$ cat config.mk
export PLATFORM = sky130hd
export DESIGN_NAME = smfl_top
export DESIGN_NICKNAME = d
export VERILOG_FILES = /design/src/smfl_pkg.sv /design/src/smfl_top.sv
export VERILOG_INCLUDE_DIRS = /design/src /design/src/src
export SDC_FILE = /design/constraint.sdc
export NUM_CORES = 2
export LEC_CHECK = 0
export ABC_AREA = 1
export BUFFER_PORTS_ARGS = -buffer_cell sky130_fd_sc_hd__buf_2
export CORE_MARGIN = 1
export CORE_UTILIZATION = 35
export DETAILED_ROUTE_END_ITERATION = 10
export GPL_ROUTABILITY_DRIVEN = 0
export GPL_TIMING_DRIVEN = 0
export HOLD_SLACK_MARGIN = 0.15
export SYNTH_ARGS = -nofsm -noshare
export SYNTH_HDL_FRONTEND = slang
export SYNTH_SLANG_ARGS = --single-unit
$ cat constraint.sdc
create_clock -name ref_clk -period 22.5 [get_ports ref_clk]
set_input_delay 5.625 -clock ref_clk [delete_from_list [all_inputs] [get_ports ref_clk]]
set_output_delay 5.625 -clock ref_clk [all_outputs]
set_load 0.01 [all_outputs]
$ cat src/smfl_regs.svh
// Register map, field positions, reset values and timing figures of the drive supervisor.
// Assumes byte addresses on an 8-bit register port with 32-bit data words.
`ifndef SMFL_REGS_SVH
`define SMFL_REGS_SVH
// ==========================================================
// Offsets
`define SMFL_A_CFG 8'h00
`define SMFL_A_RES1 8'h04
`define SMFL_A_RES2 8'h08
`define SMFL_A_RES3 8'h0c
`define SMFL_A_PMODE 8'h10
`define SMFL_A_PVEL 8'h14
`define SMFL_A_PDIST 8'h18
`define SMFL_A_PREP 8'h1c
`define SMFL_A_PCMD 8'h20
`define SMFL_A_FCMD 8'h24
`define SMFL_A_FSTAT 8'h28
`define SMFL_A_FHIST 8'h2c
// ==========================================================
// Command bits
`define SMFL_B_START 0
`define SMFL_B_STOP 1
`define SMFL_B_CLR_CUR 0
`define SMFL_B_CLR_ALL 1
// ==========================================================
// Reset values
`define SMFL_RST_CFG 4'hc
`define SMFL_RST_RES12 32'h0000_0000
`define SMFL_RST_RES3 32'h0080_0080
`define SMFL_RST_PMODE 2'h0
`define SMFL_RST_PVEL 32'h0000_2710
`define SMFL_RST_PDIST 32'h0c80_0001
`define SMFL_RST_PREP 32'h0064_0001
// ==========================================================
// Sizes and timing
`define SMFL_HIST_N 10
`define SMFL_MS_NS 1000000
`define SMFL_CLK_NS 10
`endif

$ cat src/smfl_pkg.sv
// Types used by the drive supervisor.
// Assumes nothing beyond a SystemVerilog compiler.
package smfl_pkg;
  // ==========================================================
  // Fault codes in the history
  typedef enum logic [1:0] {
    FLT_NONE = 2'h0,
    FLT_CURRENT = 2'h1,
    FLT_SUPPLY = 2'h2,
    FLT_WIRING = 2'h3
  } smfl_fault_type;
  // ==========================================================
  // Test pulser states, one-hot
  typedef enum logic [2:0] {
    PG_IDLE = 3'h1,
    PG_MOVE = 3'h2,
    PG_PAUSE = 3'h4
  } smfl_state_type;
  // ==========================================================
  // Register layouts
  typedef struct packed {
    logic wiring_detect;
    logic alarm_high;
    logic alarm_clear_by_enable;
    logic enable_polarity_select;
  } smfl_cfg_type;
  typedef struct packed {
    logic [15:0] phase;
    logic [15:0] amplitude;
  } smfl_res_type;
  typedef struct packed {
    logic bidirectional;
    logic positive;
  } smfl_pmode_type;
  typedef struct packed {
    logic wiring;
    logic supply;
    logic current;
  } smfl_faults_type;
endpackage

$ cat src/smfl_top.sv
// Drive supervisor: enable/alarm options, anti-resonance set, test pulser, fault log.
// Assumes a single 100 MHz clock and detector flags already synchronous to it.
//
// How it works
// - With clear-by-enable set, any enable input change clears active faults.
// - A config bit selects active-low or active-high enable input.
// - Anti-resonance runs unless every amplitude and phase value is zero.
// - Three amplitude/phase areas; area two resets to zero, area three to 128.
// - Bidirectional mode alternates direction, otherwise pulser runs one way.
// - Pulser starts in the configured initial direction.
// - Pulser idles a programmed number of milliseconds between repeats.
// - Pulser runs programmed repeats; bidirectional repeat is forward then back.
// - Each one-way move covers programmed revolutions times steps per revolution.
// - Host start command begins motion, stop command halts it.
// - Velocity setting is sampled only at start and when direction changes.
// - Status shows active faults and the recorded history.
// - Clear-current command drops active faults and keeps history.
// - Clear-all command drops active faults and the whole history.
// - History holds ten faults, entry 0 newest, entry 9 oldest.
// - Over-current flag latches the current limit fault.
// - Over-voltage flag (about 90 V) latches the supply fault.
// - Wiring flag latches the motor wiring fault.
// - A config bit selects active-high or active-low alarm output.
// - Wiring faults count only while wiring detection is enabled.
`timescale 1ns/100ps
`include "smfl_regs.svh"
module smfl_top #(
  parameter int MS_CYCLES = `SMFL_MS_NS / `SMFL_CLK_NS
) (
  input wire logic ref_clk,
  input wire logic sys_rst,
  input wire logic [7:0] reg_addr,
  input wire logic [31:0] reg_wdata,
  input wire logic reg_wr,
  input wire logic reg_rd,
  output logic [31:0] reg_rdata,
  input wire logic drive_enable_input,
  input wire logic current_limit_fault,
  input wire logic supply_high_fault,
  input wire logic motor_wiring_fault,
  output logic drive_enabled,
  output logic alarm_out,
  output logic anti_res_enable,
  output logic test_step,
  output logic test_dir,
  output logic test_busy
);
  // ==========================================================
  // Registers
  smfl_pkg::smfl_cfg_type cfg_r;
  smfl_pkg::smfl_res_type res1_r, res2_r, res3_r;
  smfl_pkg::smfl_pmode_type pmode_r;
  logic [31:0] pvel_r, pdist_r, prep_r;
  logic wr_cmd, wr_fcmd, start_cmd, stop_cmd, clr_cur, clr_all;

  assign wr_cmd = reg_wr && (reg_addr == `SMFL_A_PCMD);
  assign wr_fcmd = reg_wr && (reg_addr == `SMFL_A_FCMD);
  assign start_cmd = wr_cmd && reg_wdata[`SMFL_B_START];
  assign stop_cmd = wr_cmd && reg_wdata[`SMFL_B_STOP];
  assign clr_cur = wr_fcmd && reg_wdata[`SMFL_B_CLR_CUR];
  assign clr_all = wr_fcmd && reg_wdata[`SMFL_B_CLR_ALL];

  always_ff @(posedge ref_clk or posedge sys_rst) begin
    if (sys_rst) begin
      cfg_r <= `SMFL_RST_CFG;
      res1_r <= `SMFL_RST_RES12;
      res2_r <= `SMFL_RST_RES12;
      res3_r <= `SMFL_RST_RES3;
      pmode_r <= `SMFL_RST_PMODE;
      pvel_r <= `SMFL_RST_PVEL;
      pdist_r <= `SMFL_RST_PDIST;
      prep_r <= `SMFL_RST_PREP;
    end else if (reg_wr) begin
      case (reg_addr)
        `SMFL_A_CFG: cfg_r <= smfl_pkg::smfl_cfg_type'(reg_wdata[3:0]);
        `SMFL_A_RES1: res1_r <= reg_wdata;
        `SMFL_A_RES2: res2_r <= reg_wdata;
        `SMFL_A_RES3: res3_r <= reg_wdata;
        `SMFL_A_PMODE: pmode_r <= smfl_pkg::smfl_pmode_type'(reg_wdata[1:0]);
        `SMFL_A_PVEL: pvel_r <= reg_wdata;
        `SMFL_A_PDIST: pdist_r <= reg_wdata;
        `SMFL_A_PREP: prep_r <= reg_wdata;
        default: ;
      endcase
    end
  end

  // ==========================================================
  // Enable input, alarm and anti-resonance outputs
  logic ena_prev_r;
  logic ena_edge;
  smfl_pkg::smfl_faults_type active_r;

  assign ena_edge = drive_enable_input != ena_prev_r;

  always_ff @(posedge ref_clk or posedge sys_rst) begin
    if (sys_rst) begin
      ena_prev_r <= 1'b0;
      drive_enabled <= 1'b0;
      alarm_out <= 1'b0;
      anti_res_enable <= 1'b0;
    end else begin
      ena_prev_r <= drive_enable_input;
      drive_enabled <= drive_enable_input ^ cfg_r.enable_polarity_select;
      alarm_out <= (|active_r) ~^ cfg_r.alarm_high;
      anti_res_enable <= |{res1_r, res2_r, res3_r};
    end
  end

  a_enable_level: assert property (@(posedge ref_clk) disable iff (sys_rst)
    1 |=> drive_enabled == ($past(drive_enable_input) ^ $past(cfg_r.enable_polarity_select)))
    else $error("enable level wrong");
  a_alarm_level: assert property (@(posedge ref_clk) disable iff (sys_rst)
    (active_r != 0) ##1 (active_r != 0) |-> alarm_out == cfg_r.alarm_high)
    else $error("alarm level wrong");
  a_antires_gate: assert property (@(posedge ref_clk) disable iff (sys_rst)
    ({res1_r, res2_r, res3_r} == 0) [*2] |-> !anti_res_enable)
    else $error("anti-resonance on with zero set");

  // ==========================================================
  // Fault latch
  // Set beats every clear so a fault arriving with a clear is never lost.
  smfl_pkg::smfl_faults_type flt_in, flt_new;
  logic clr_active;

  assign flt_in = '{wiring: motor_wiring_fault && cfg_r.wiring_detect,
                    supply: supply_high_fault,
                    current: current_limit_fault};
  assign flt_new = flt_in & ~active_r;
  assign clr_active = clr_cur || clr_all || (ena_edge && cfg_r.alarm_clear_by_enable);

  always_ff @(posedge ref_clk or posedge sys_rst) begin
    if (sys_rst) begin
      active_r <= '0;
    end else if (clr_active) begin
      active_r <= flt_in;
    end else begin
      active_r <= active_r | flt_in;
    end
  end

  a_ena_clears: assert property (@(posedge ref_clk) disable iff (sys_rst)
    (ena_edge && cfg_r.alarm_clear_by_enable && flt_in == 0) |=> active_r == 0)
    else $error("enable edge did not clear");
  // New faults may still join, so only the loss of an active bit counts here
  a_ena_ignored: assert property (@(posedge ref_clk) disable iff (sys_rst)
    (active_r != 0 && !cfg_r.alarm_clear_by_enable && !clr_cur && !clr_all)
    |=> (active_r & $past(active_r)) == $past(active_r))
    else $error("fault cleared without a clear");
  a_wiring_gate: assert property (@(posedge ref_clk) disable iff (sys_rst)
    (!active_r.wiring && !cfg_r.wiring_detect) |=> !active_r.wiring)
    else $error("wiring fault while detection off");
  a_fault_latch: assert property (@(posedge ref_clk) disable iff (sys_rst)
    supply_high_fault |=> active_r.supply)
    else $error("supply fault not latched");
  a_current_latch: assert property (@(posedge ref_clk) disable iff (sys_rst)
    current_limit_fault |=> active_r.current)
    else $error("current fault not latched");
  a_wiring_latch: assert property (@(posedge ref_clk) disable iff (sys_rst)
    (motor_wiring_fault && cfg_r.wiring_detect) |=> active_r.wiring)
    else $error("wiring fault not latched");

  // ==========================================================
  // Fault history, entry 0 newest
  // Only one push per cycle: with simultaneous new faults the lowest code is logged.
  smfl_pkg::smfl_fault_type hist_r [`SMFL_HIST_N];
  smfl_pkg::smfl_fault_type new_code;
  logic [2*`SMFL_HIST_N-1:0] hist_flat;

  always_comb begin
    new_code = smfl_pkg::FLT_NONE;
    if (flt_new.current) begin
      new_code = smfl_pkg::FLT_CURRENT;
    end else if (flt_new.supply) begin
      new_code = smfl_pkg::FLT_SUPPLY;
    end else if (flt_new.wiring) begin
      new_code = smfl_pkg::FLT_WIRING;
    end
  end

  genvar gi;
  generate
    for (gi = 0; gi < `SMFL_HIST_N; gi++) begin : g_hist
      always_ff @(posedge ref_clk or posedge sys_rst) begin
        if (sys_rst) begin
          hist_r[gi] <= smfl_pkg::FLT_NONE;
        end else if (new_code != smfl_pkg::FLT_NONE) begin
          if (gi == 0) begin
            hist_r[gi] <= new_code;
          end else if (clr_all) begin
            hist_r[gi] <= smfl_pkg::FLT_NONE;
          end else begin
            hist_r[gi] <= hist_r[(gi == 0) ? 0 : gi - 1];
          end
        end else if (clr_all) begin
          hist_r[gi] <= smfl_pkg::FLT_NONE;
        end
      end
      assign hist_flat[2*gi +: 2] = hist_r[gi];
    end
  endgenerate

  a_hist_push: assert property (@(posedge ref_clk) disable iff (sys_rst)
    (new_code != smfl_pkg::FLT_NONE && !clr_all)
    |=> hist_r[0] == $past(new_code) && hist_r[9] == $past(hist_r[8]))
    else $error("history push wrong");
  a_clear_all: assert property (@(posedge ref_clk) disable iff (sys_rst)
    (clr_all && flt_in == 0) |=> hist_flat == 0 && active_r == 0)
    else $error("clear all incomplete");
  a_clear_cur: assert property (@(posedge ref_clk) disable iff (sys_rst)
    (clr_cur && !clr_all && flt_in == 0) |=> active_r == 0 && hist_flat == $past(hist_flat))
    else $error("clear current wrong");

  // ==========================================================
  // Test pulser
  smfl_pkg::smfl_state_type st_r;
  logic [31:0] total_steps, steps_left_r, period_r, per_cnt_r, tick_r;
  logic [15:0] reps_left_r, ms_left_r;
  logic leg_r;

  assign total_steps = {16'h0000, pdist_r[15:0]} * {16'h0000, pdist_r[31:16]};
  assign test_busy = st_r != smfl_pkg::PG_IDLE;

  always_ff @(posedge ref_clk or posedge sys_rst) begin
    if (sys_rst) begin
      st_r <= smfl_pkg::PG_IDLE;
      steps_left_r <= '0;
      period_r <= '0;
      per_cnt_r <= '0;
      tick_r <= '0;
      reps_left_r <= '0;
      ms_left_r <= '0;
      leg_r <= 1'b0;
      test_dir <= 1'b0;
      test_step <= 1'b0;
    end else begin
      test_step <= 1'b0;
      if (stop_cmd) begin
        st_r <= smfl_pkg::PG_IDLE;
      end else begin
        case (st_r)
          smfl_pkg::PG_IDLE: begin
            if (start_cmd && prep_r[15:0] != 0 && total_steps != 0) begin
              st_r <= smfl_pkg::PG_MOVE;
              test_dir <= pmode_r.positive;
              period_r <= pvel_r;
              per_cnt_r <= '0;
              steps_left_r <= total_steps;
              reps_left_r <= prep_r[15:0];
              leg_r <= 1'b0;
            end
          end
          smfl_pkg::PG_MOVE: begin
            if (steps_left_r == 32'h0) begin
              // Leg ends a cycle after its last step, so direction never moves with a step
              per_cnt_r <= '0;
              if (pmode_r.bidirectional && !leg_r) begin
                leg_r <= 1'b1;
                test_dir <= ~test_dir;
                period_r <= pvel_r;
                steps_left_r <= total_steps;
              end else if (reps_left_r == 16'h1) begin
                st_r <= smfl_pkg::PG_IDLE;
              end else begin
                reps_left_r <= reps_left_r - 16'h1;
                ms_left_r <= prep_r[31:16];
                tick_r <= '0;
                st_r <= smfl_pkg::PG_PAUSE;
              end
            end else if (per_cnt_r + 32'h1 >= period_r) begin
              per_cnt_r <= '0;
              test_step <= 1'b1;
              steps_left_r <= steps_left_r - 32'h1;
            end else begin
              per_cnt_r <= per_cnt_r + 32'h1;
            end
          end
          smfl_pkg::PG_PAUSE: begin
            if (ms_left_r == 16'h0) begin
              st_r <= smfl_pkg::PG_MOVE;
              steps_left_r <= total_steps;
              per_cnt_r <= '0;
              leg_r <= 1'b0;
              if (pmode_r.bidirectional) begin
                test_dir <= pmode_r.positive;
                period_r <= pvel_r;
              end
            end else if (tick_r + 32'h1 >= MS_CYCLES) begin
              tick_r <= '0;
              ms_left_r <= ms_left_r - 16'h1;
            end else begin
              tick_r <= tick_r + 32'h1;
            end
          end
          default: st_r <= smfl_pkg::PG_IDLE;
        endcase
      end
    end
  end

  a_stop_halts: assert property (@(posedge ref_clk) disable iff (sys_rst)
    stop_cmd |=> !test_busy ##1 !test_step)
    else $error("stop did not halt");
  a_start_dir: assert property (@(posedge ref_clk) disable iff (sys_rst)
    (start_cmd && !stop_cmd && !test_busy && prep_r[15:0] != 0 && total_steps != 0)
    |=> test_busy && test_dir == $past(pmode_r.positive))
    else $error("start direction wrong");
  a_dir_bidir: assert property (@(posedge ref_clk) disable iff (sys_rst)
    (test_busy && $past(test_busy) && test_dir != $past(test_dir)) |-> $past(pmode_r.bidirectional))
    else $error("direction flip in one-way mode");
  a_vel_hold: assert property (@(posedge ref_clk) disable iff (sys_rst)
    (test_busy && $past(test_busy) && test_dir == $past(test_dir)) |-> period_r == $past(period_r))
    else $error("velocity changed without reversal");
  a_pause_quiet: assert property (@(posedge ref_clk) disable iff (sys_rst)
    (st_r == smfl_pkg::PG_PAUSE) |-> !test_step)
    else $error("step during pause");

  // ==========================================================
  // Read port, data valid only in the cycle after the strobe
  always_ff @(posedge ref_clk or posedge sys_rst) begin
    if (sys_rst) begin
      reg_rdata <= '0;
    end else if (reg_rd) begin
      case (reg_addr)
        `SMFL_A_CFG: reg_rdata <= {28'h0, cfg_r};
        `SMFL_A_RES1: reg_rdata <= res1_r;
        `SMFL_A_RES2: reg_rdata <= res2_r;
        `SMFL_A_RES3: reg_rdata <= res3_r;
        `SMFL_A_PMODE: reg_rdata <= {30'h0, pmode_r};
        `SMFL_A_PVEL: reg_rdata <= pvel_r;
        `SMFL_A_PDIST: reg_rdata <= pdist_r;
        `SMFL_A_PREP: reg_rdata <= prep_r;
        `SMFL_A_PCMD: reg_rdata <= {reps_left_r, 5'h0, st_r, 6'h0, test_dir, test_busy};
        `SMFL_A_FSTAT: reg_rdata <= {27'h0, anti_res_enable, alarm_out, active_r};
        `SMFL_A_FHIST: reg_rdata <= {12'h0, hist_flat};
        default: reg_rdata <= '0;
      endcase
    end else begin
      reg_rdata <= '0;
    end
  end
endmodule

### Yosys cells after proc, flatten, opt, wreduce, memory -nomap -nowiden

Cells that the tools add are included.
W data, S select, Z words.

* logic and storage cells: 214
* bits in read-only memories: 0
* input port bits: 48
* register bits after elaboration: 423
* memory bits (writable): 0
* bits in latches: 0
* memories: 0

* equal/unequal tests: 32
* reduce and logical (&&, ||, !) cells: 42
* order comparisons: 2
* add/subtract/negate cells: 5
* divide/modulo/power cells: 0
* mux-type cells: 82
* multipliers: 1
* shift-type cells: 0
* bitwise logic cells: 7

Operators by type and width (number)
* $mux W32: 20
* $pmux W32 S11: 1
* $pmux W32 S3: 3
* $mux W16: 9
* $reduce_or A96 Y1: 1
* $add A32 B1 Y32 const B: 2
* $pmux W16 S2: 2
* $pmux W32 S2: 1
* $mux W2: 23
* $eq A8 B5 Y1 const B: 4
* $eq A8 B6 Y1 const B: 4
* $ge A32 B17 Y1 const B: 1
* $ge A32 B32 Y1: 1
* $logic_not A32 Y1: 1
* $mul A16 B16 Y32: 1
* $reduce_bool A32 Y1: 1
* $sub A16 B1 Y16 const B: 2
* $sub A32 B1 Y32 const B: 1
* $reduce_and A6 Y1: 4
* $mux W3: 7
* $ne A2 B2 Y1 const B: 9
* $ne A3 B3 Y1 const B: 6
* $eq A16 B1 Y1 const B: 1
* $eq A8 B4 Y1 const B: 2
* 27 further kinds: 64

### Longest topological paths before layout

* word-level depth: 8
* depth in mapped cells: 39

### Worst setup path after synthesis

Ideal clock, no wire load.

* kind: input port to flip-flop
* start: in reg_addr[1]
* end: reg steps_left_r[0]
* buffers on the path: 1
* path slack: 15084 ps
* required time: 22378 ps
* setup time: 122 ps
* stages on the path: 15
* arrival: 7294 ps
* cell sequence: nor2_1 -> inv_1 -> nor2_1 -> inv_1 -> nor2_1 -> inv_1 -> nor2_1 -> nand3_1 -> a41oi_1 -> nand2_2 -> nand2_2 -> nand2_4 -> nor2_4 -> clkbuf_2 -> o21ai_1

* cells in the longest elaborated chain, start to end: 7
* elaborated cells between the ends (all ways): 9

RTL lines
* start, declared: line smfl_top.sv:32 `input wire logic [7:0] reg_addr,`
* $eq A8 B6 Y1 (*)
* $logic_and A1 B1 Y1 (*): line smfl_top.sv:56 `` assign wr_cmd = reg_wr && (reg_addr == `SMFL_A_PCMD); ``
* $logic_and A1 B1 Y1: line smfl_top.sv:58 `` assign start_cmd = wr_cmd && reg_wdata[`SMFL_B_START]; ``
* $logic_and A1 B1 Y1 (2 in a row): line smfl_top.sv:243 `if (start_cmd && prep_r[15:0] != 0 && total_steps != 0) begin`
* $ne A2 B2 Y1 (no line)
* $reduce_and A6 Y1 (no line) (*)
* end signal, assigned: line smfl_top.sv:248 `steps_left_r <= total_steps;`
* end signal, assigned: line smfl_top.sv:261 `steps_left_r <= total_steps;`
* end signal, assigned: line smfl_top.sv:273 `steps_left_r <= steps_left_r - 32'h1;`
* end, declared: line smfl_top.sv:217 `logic [31:0] total_steps, steps_left_r, period_r, per_cnt_r, tick_r;`

Every way passes the cells marked *; elsewhere a longest branch is shown, timed or not.
A chain may end at the register's enable or synchronous reset.

### Worst setup path in the final report

* start: in reg_addr[1]
* end: reg reg_rdata[14]

* cells in the longest elaborated chain, start to end: 3
* elaborated cells between the ends (all ways): 13

RTL lines
* $eq A8 B6 Y1, or another cell as far along: line smfl_top.sv:324 `case (reg_addr)`
* $pmux W32 S11 (*): line smfl_top.sv:324
* $mux W32 (*): line smfl_top.sv:323 `end else if (reg_rd) begin`
* end signal, assigned: line smfl_top.sv:325 `` `SMFL_A_CFG: reg_rdata <= {28'h0, cfg_r}; ``
* end signal, assigned: line smfl_top.sv:326 `` `SMFL_A_RES1: reg_rdata <= res1_r; ``
* end signal, assigned: line smfl_top.sv:327 `` `SMFL_A_RES2: reg_rdata <= res2_r; ``
* end, declared: line smfl_top.sv:36 `output logic [31:0] reg_rdata,`

Marks and branches as above.

==> results_dict.tcl <==
set metrics [dict create \
    status "complete, but fails checks" \
    violations "DRC" \
    cts_made_buffers 46 \
    cts_root_buf "clkbuf_16" \
    hpwl_um 82230 \
    worst-path-buf-inv 5 \
    drt-total-wl_um 104800 \
    cpMostUsedCell "inv_1" \
    n_antenna_cell 0 \
    rows 109 \
    drt_iter0_markers 2847 \
    fin_crit_sh_pct 39.89 \
    cts.sinks 423 \
    crit_path_end_kind "register" \
    power_density_mw_per_mm2 76.96 \
    viasPerCell 5.146 \
    die_h_um 301.4 \
    hold_start "period_r[25]$_DFFE_PP0P_" \
    fmax_mhz 111.4 \
    grt_pass1_vias 26980 \
    synthesis.area_mm2 0.03137 \
    hold_slack_ns 0.4838 \
    crit_family "simple AND/OR/NAND/NOR gates" \
    grt_start_max_net_pins 102 \
    leakage_nw 18.28 \
    ys_seq_elements 423 \
    cpMaxStageDelayCell "nor2_1" \
    r2r-start "pdist_r[27]$_DFFE_PP1P_" \
    power_mw 2.687 \
    drv_slew 0 \
    ant_nets 0 \
    r2r_cells 30 \
    ir_drop_mv 0.07179 \
    synth_top_cell_area_share_pct 32.31 \
    crit_path_cell_trace "buf_2 > nor2_1 > inv_1 > nor3_1 > inv_1 > nor2_1 > inv_1 > clkbuf_1 > o21ai_0 > a221oi_1 > a21oi_1" \
    fin_crit_ns 8.975 \
    grt_overflow 0 \
    vias 28290 \
    synth_edf_count 0 \
    synthFlopType "dfrtp_1" \
    cts_hold_buf 0 \
    syn_avg_cell_area_um2 7.538 \
    crit_required_ns 22.98 \
    crit_fanout 10 \
    synth_nets 4547 \
    setup_viol 0 \
    die_w_um 301.4 \
    maxCapViolations 0 \
    yosysUniqueCellTypes 55 \
    antenna_found_initial 5 \
    worst_slew_pin_slew_ns 1.431 \
    nFillCells 9156 \
    io_buffers 84 \
    crit_arrival_ns 9.45 \
    first_pass_iters 8 \
    yosysTopAreaCell "dfrtp_1" \
    startpoint_type "input port" \
    maxSlewHeadroom_pct 4.266 \
    critPathKind "input port to register" \
    worstReg2RegEnd "steps_left_r[2]$_DFFE_PP0P_" \
    die-area_mm2 0.09081 \
    clk_pin_slew_worst_paths_ns 0.06 \
    ys_seq_area_share_pct 33.82 \
    cts_resized 0 \
    post_cts_buffers 0 \
    async_flop_share_pct 100.0 \
    core-area_mm2 0.08851 \
    num_io_pins 86 \
    hold-path-cell-count 2 \
    grt_usage_pct 23.02 \
    min_path_type "register to register" \
    synth.area.top_cells "dfrtp_1 32%, nand2_1 14%, fa_1 12%" \
    grt_pass1_wl_um 160600 \
    cp_slowest_stage_delay_ns 1.11 \
    drc 6 \
    ys_top_cells_by_count "1,201 x nand2_1, 768 x inv_1, 405 x dfrtp_1, 314 x o21ai_0, 243 x nor2_1" \
    clk_path_buf_depth 3 \
    start_util_pct 35.44 \
    final_net_count 4683 \
    layout-drive-gt1-share_pct 5.839 \
    area_growth_syn_to_layout_pct 11.33 \
    ff2ff_setup_slack_ns 14.41 \
    synth_most_common_cell "nand2_1" \
    ys.warnings.count 0 \
    hold_end "period_r[25]$_DFFE_PP0P_" \
    rsz0062_at_grt "false" \
    post_drt_wl_per_cell_um 19.06 \
    clk_latency_ns 0.60 \
    synthCells 4161 \
    h-tree-depth 2 \
    cts_tree "yes" \
    hold_violations 0 \
    skew_ns 0.03229 \
    setup_tns_ns 0 \
]
how the worst max path moves through the flow:
stage                     start                      end  cells past startpoint
finish              reg_addr[1]  reg_rdata[14]$_DFF_PP0_                     11
global route        reg_addr[1]  reg_rdata[15]$_DFF_PP0_                     11
CTS                 reg_addr[1]  reg_rdata[14]$_DFF_PP0_                     11
detailed placement  reg_addr[1]  reg_rdata[14]$_DFF_PP0_                     11
global placement        sys_rst   reg_rdata[6]$_DFF_PP0_                      2
floorplan               sys_rst    active_r[0]$_DFF_PP0_                      1
power breakdown:
group / internal (mW) / leakage (nW) / switching (mW) / total (mW)
clock: 0.459 / 0.760 / 0.340 / 0.798
sequential: 0.860 / 5.53 / 0.0878 / 0.948
combinational: 0.291 / 12.0 / 0.650 / 0.941
layout by cell type (no fill, tap or decap), drive strengths merged, types with 2 or more instances in the layout:
| cell type | netlist | final |
|---|---|---|
| buf | 40 | 128 |
| xnor2 | 18 | 18 |
| nand3 | 157 | 157 |
| dfstp | 18 | 18 |
| o21ai | 343 | 343 |
| a31oi | 6 | 6 |
| ha | 144 | 144 |
| o22ai | 19 | 19 |
| fa | 194 | 194 |
| a21oi | 97 | 97 |
| nand3b | 9 | 9 |
| a221oi | 42 | 42 |
| xor2 | 69 | 69 |
| and3 | 3 | 3 |
| nor3b | 3 | 3 |
| o211ai | 7 | 7 |
| clkinv | 2 | 11 |
| bufinv | 0 | 4 |
| clkbuf | 140 | 206 |
| nor4 | 27 | 27 |
| mux2i | 3 | 3 |
| nor3 | 50 | 50 |
| dfrtp | 405 | 405 |
| a41oi | 14 | 14 |
| o21a | 7 | 7 |
| nand4 | 89 | 89 |
| o2111ai | 2 | 2 |
| clkinvlp | 0 | 3 |
| and2 | 2 | 2 |
| inv | 772 | 774 |
| nand2 | 1209 | 1209 |
| nor2 | 257 | 257 |
| a211oi | 4 | 4 |
| o31ai | 4 | 4 |
layer usage:
layer,global-route usage [%],vias to the layer above,routed length (um)
met2,34.79,1216,45630
met5,0.1587,-,33
met3,4.510,196,9533
met4,7.614,4,3446
li1,-,13260,-
met1,32.80,13620,46120
through the flow:
stage | instance area [um2] | worst slack (ns) | instances | util (%)
after floorplan | 31370 | 5.128 | 4161 | -
after global placement | 33240 | -0.2119 | 5410 | 37.56
after detailed placement | 33360 | 13.35 | 5414 | 37.69
after CTS | 34920 | 13.96 | 5498 | 39.45
after global routing | 34920 | 13.63 | 5498 | 39.45
final | 34920 | 13.52 | 5498 | 39.45
cell families after synthesis:
group | Yosys count | synth area share [%]
DFF | 423 | 33.82
muxes | 3 | 0.09574
AOI/OAI and AO/OA | 549 | 9.773
adders and majority gates | 338 | 18.13
xor gates and xnor gates | 87 | 2.429
buffers and inverters | 954 | 11.63
and+or+nand+nor | 1807 | 24.12
state kept, by name (all words and copies together), names as in the netlist, 2 cells and up:
register	flops
ms_left_r	16
prep_r	32
per_cnt_r	32
cfg_r	4
res2_r	32
pdist_r	32
st_r	3
res3_r	32
active_r	3
pvel_r	32
pmode_r	2
reg_rdata	32
reps_left_r	16
steps_left_r	32
period_r	32
tick_r	32
hist_flat	20
res1_r	32
tightest hold or removal path: cells and delay by family (launching register included):
kind	cells	cell delay, ns
and+or+nand+nor	2	0.10
DFF	1	0.35
area by class of cell:
class                   count  area (um2)  share of cell area, %
repair buffers             88       530.5                  1.519
clock buffers              66        1326                  3.798
multi-input cells        2784       17110                  49.00
flip-flops and latches    423       10610                  30.38
plain buffers             180       743.2                  2.128
well taps                1165        1458                  4.174
inverters                 774        2913                  8.342
clock inverters            18       231.5                 0.6629
Power figures use the tool's default switching activity.
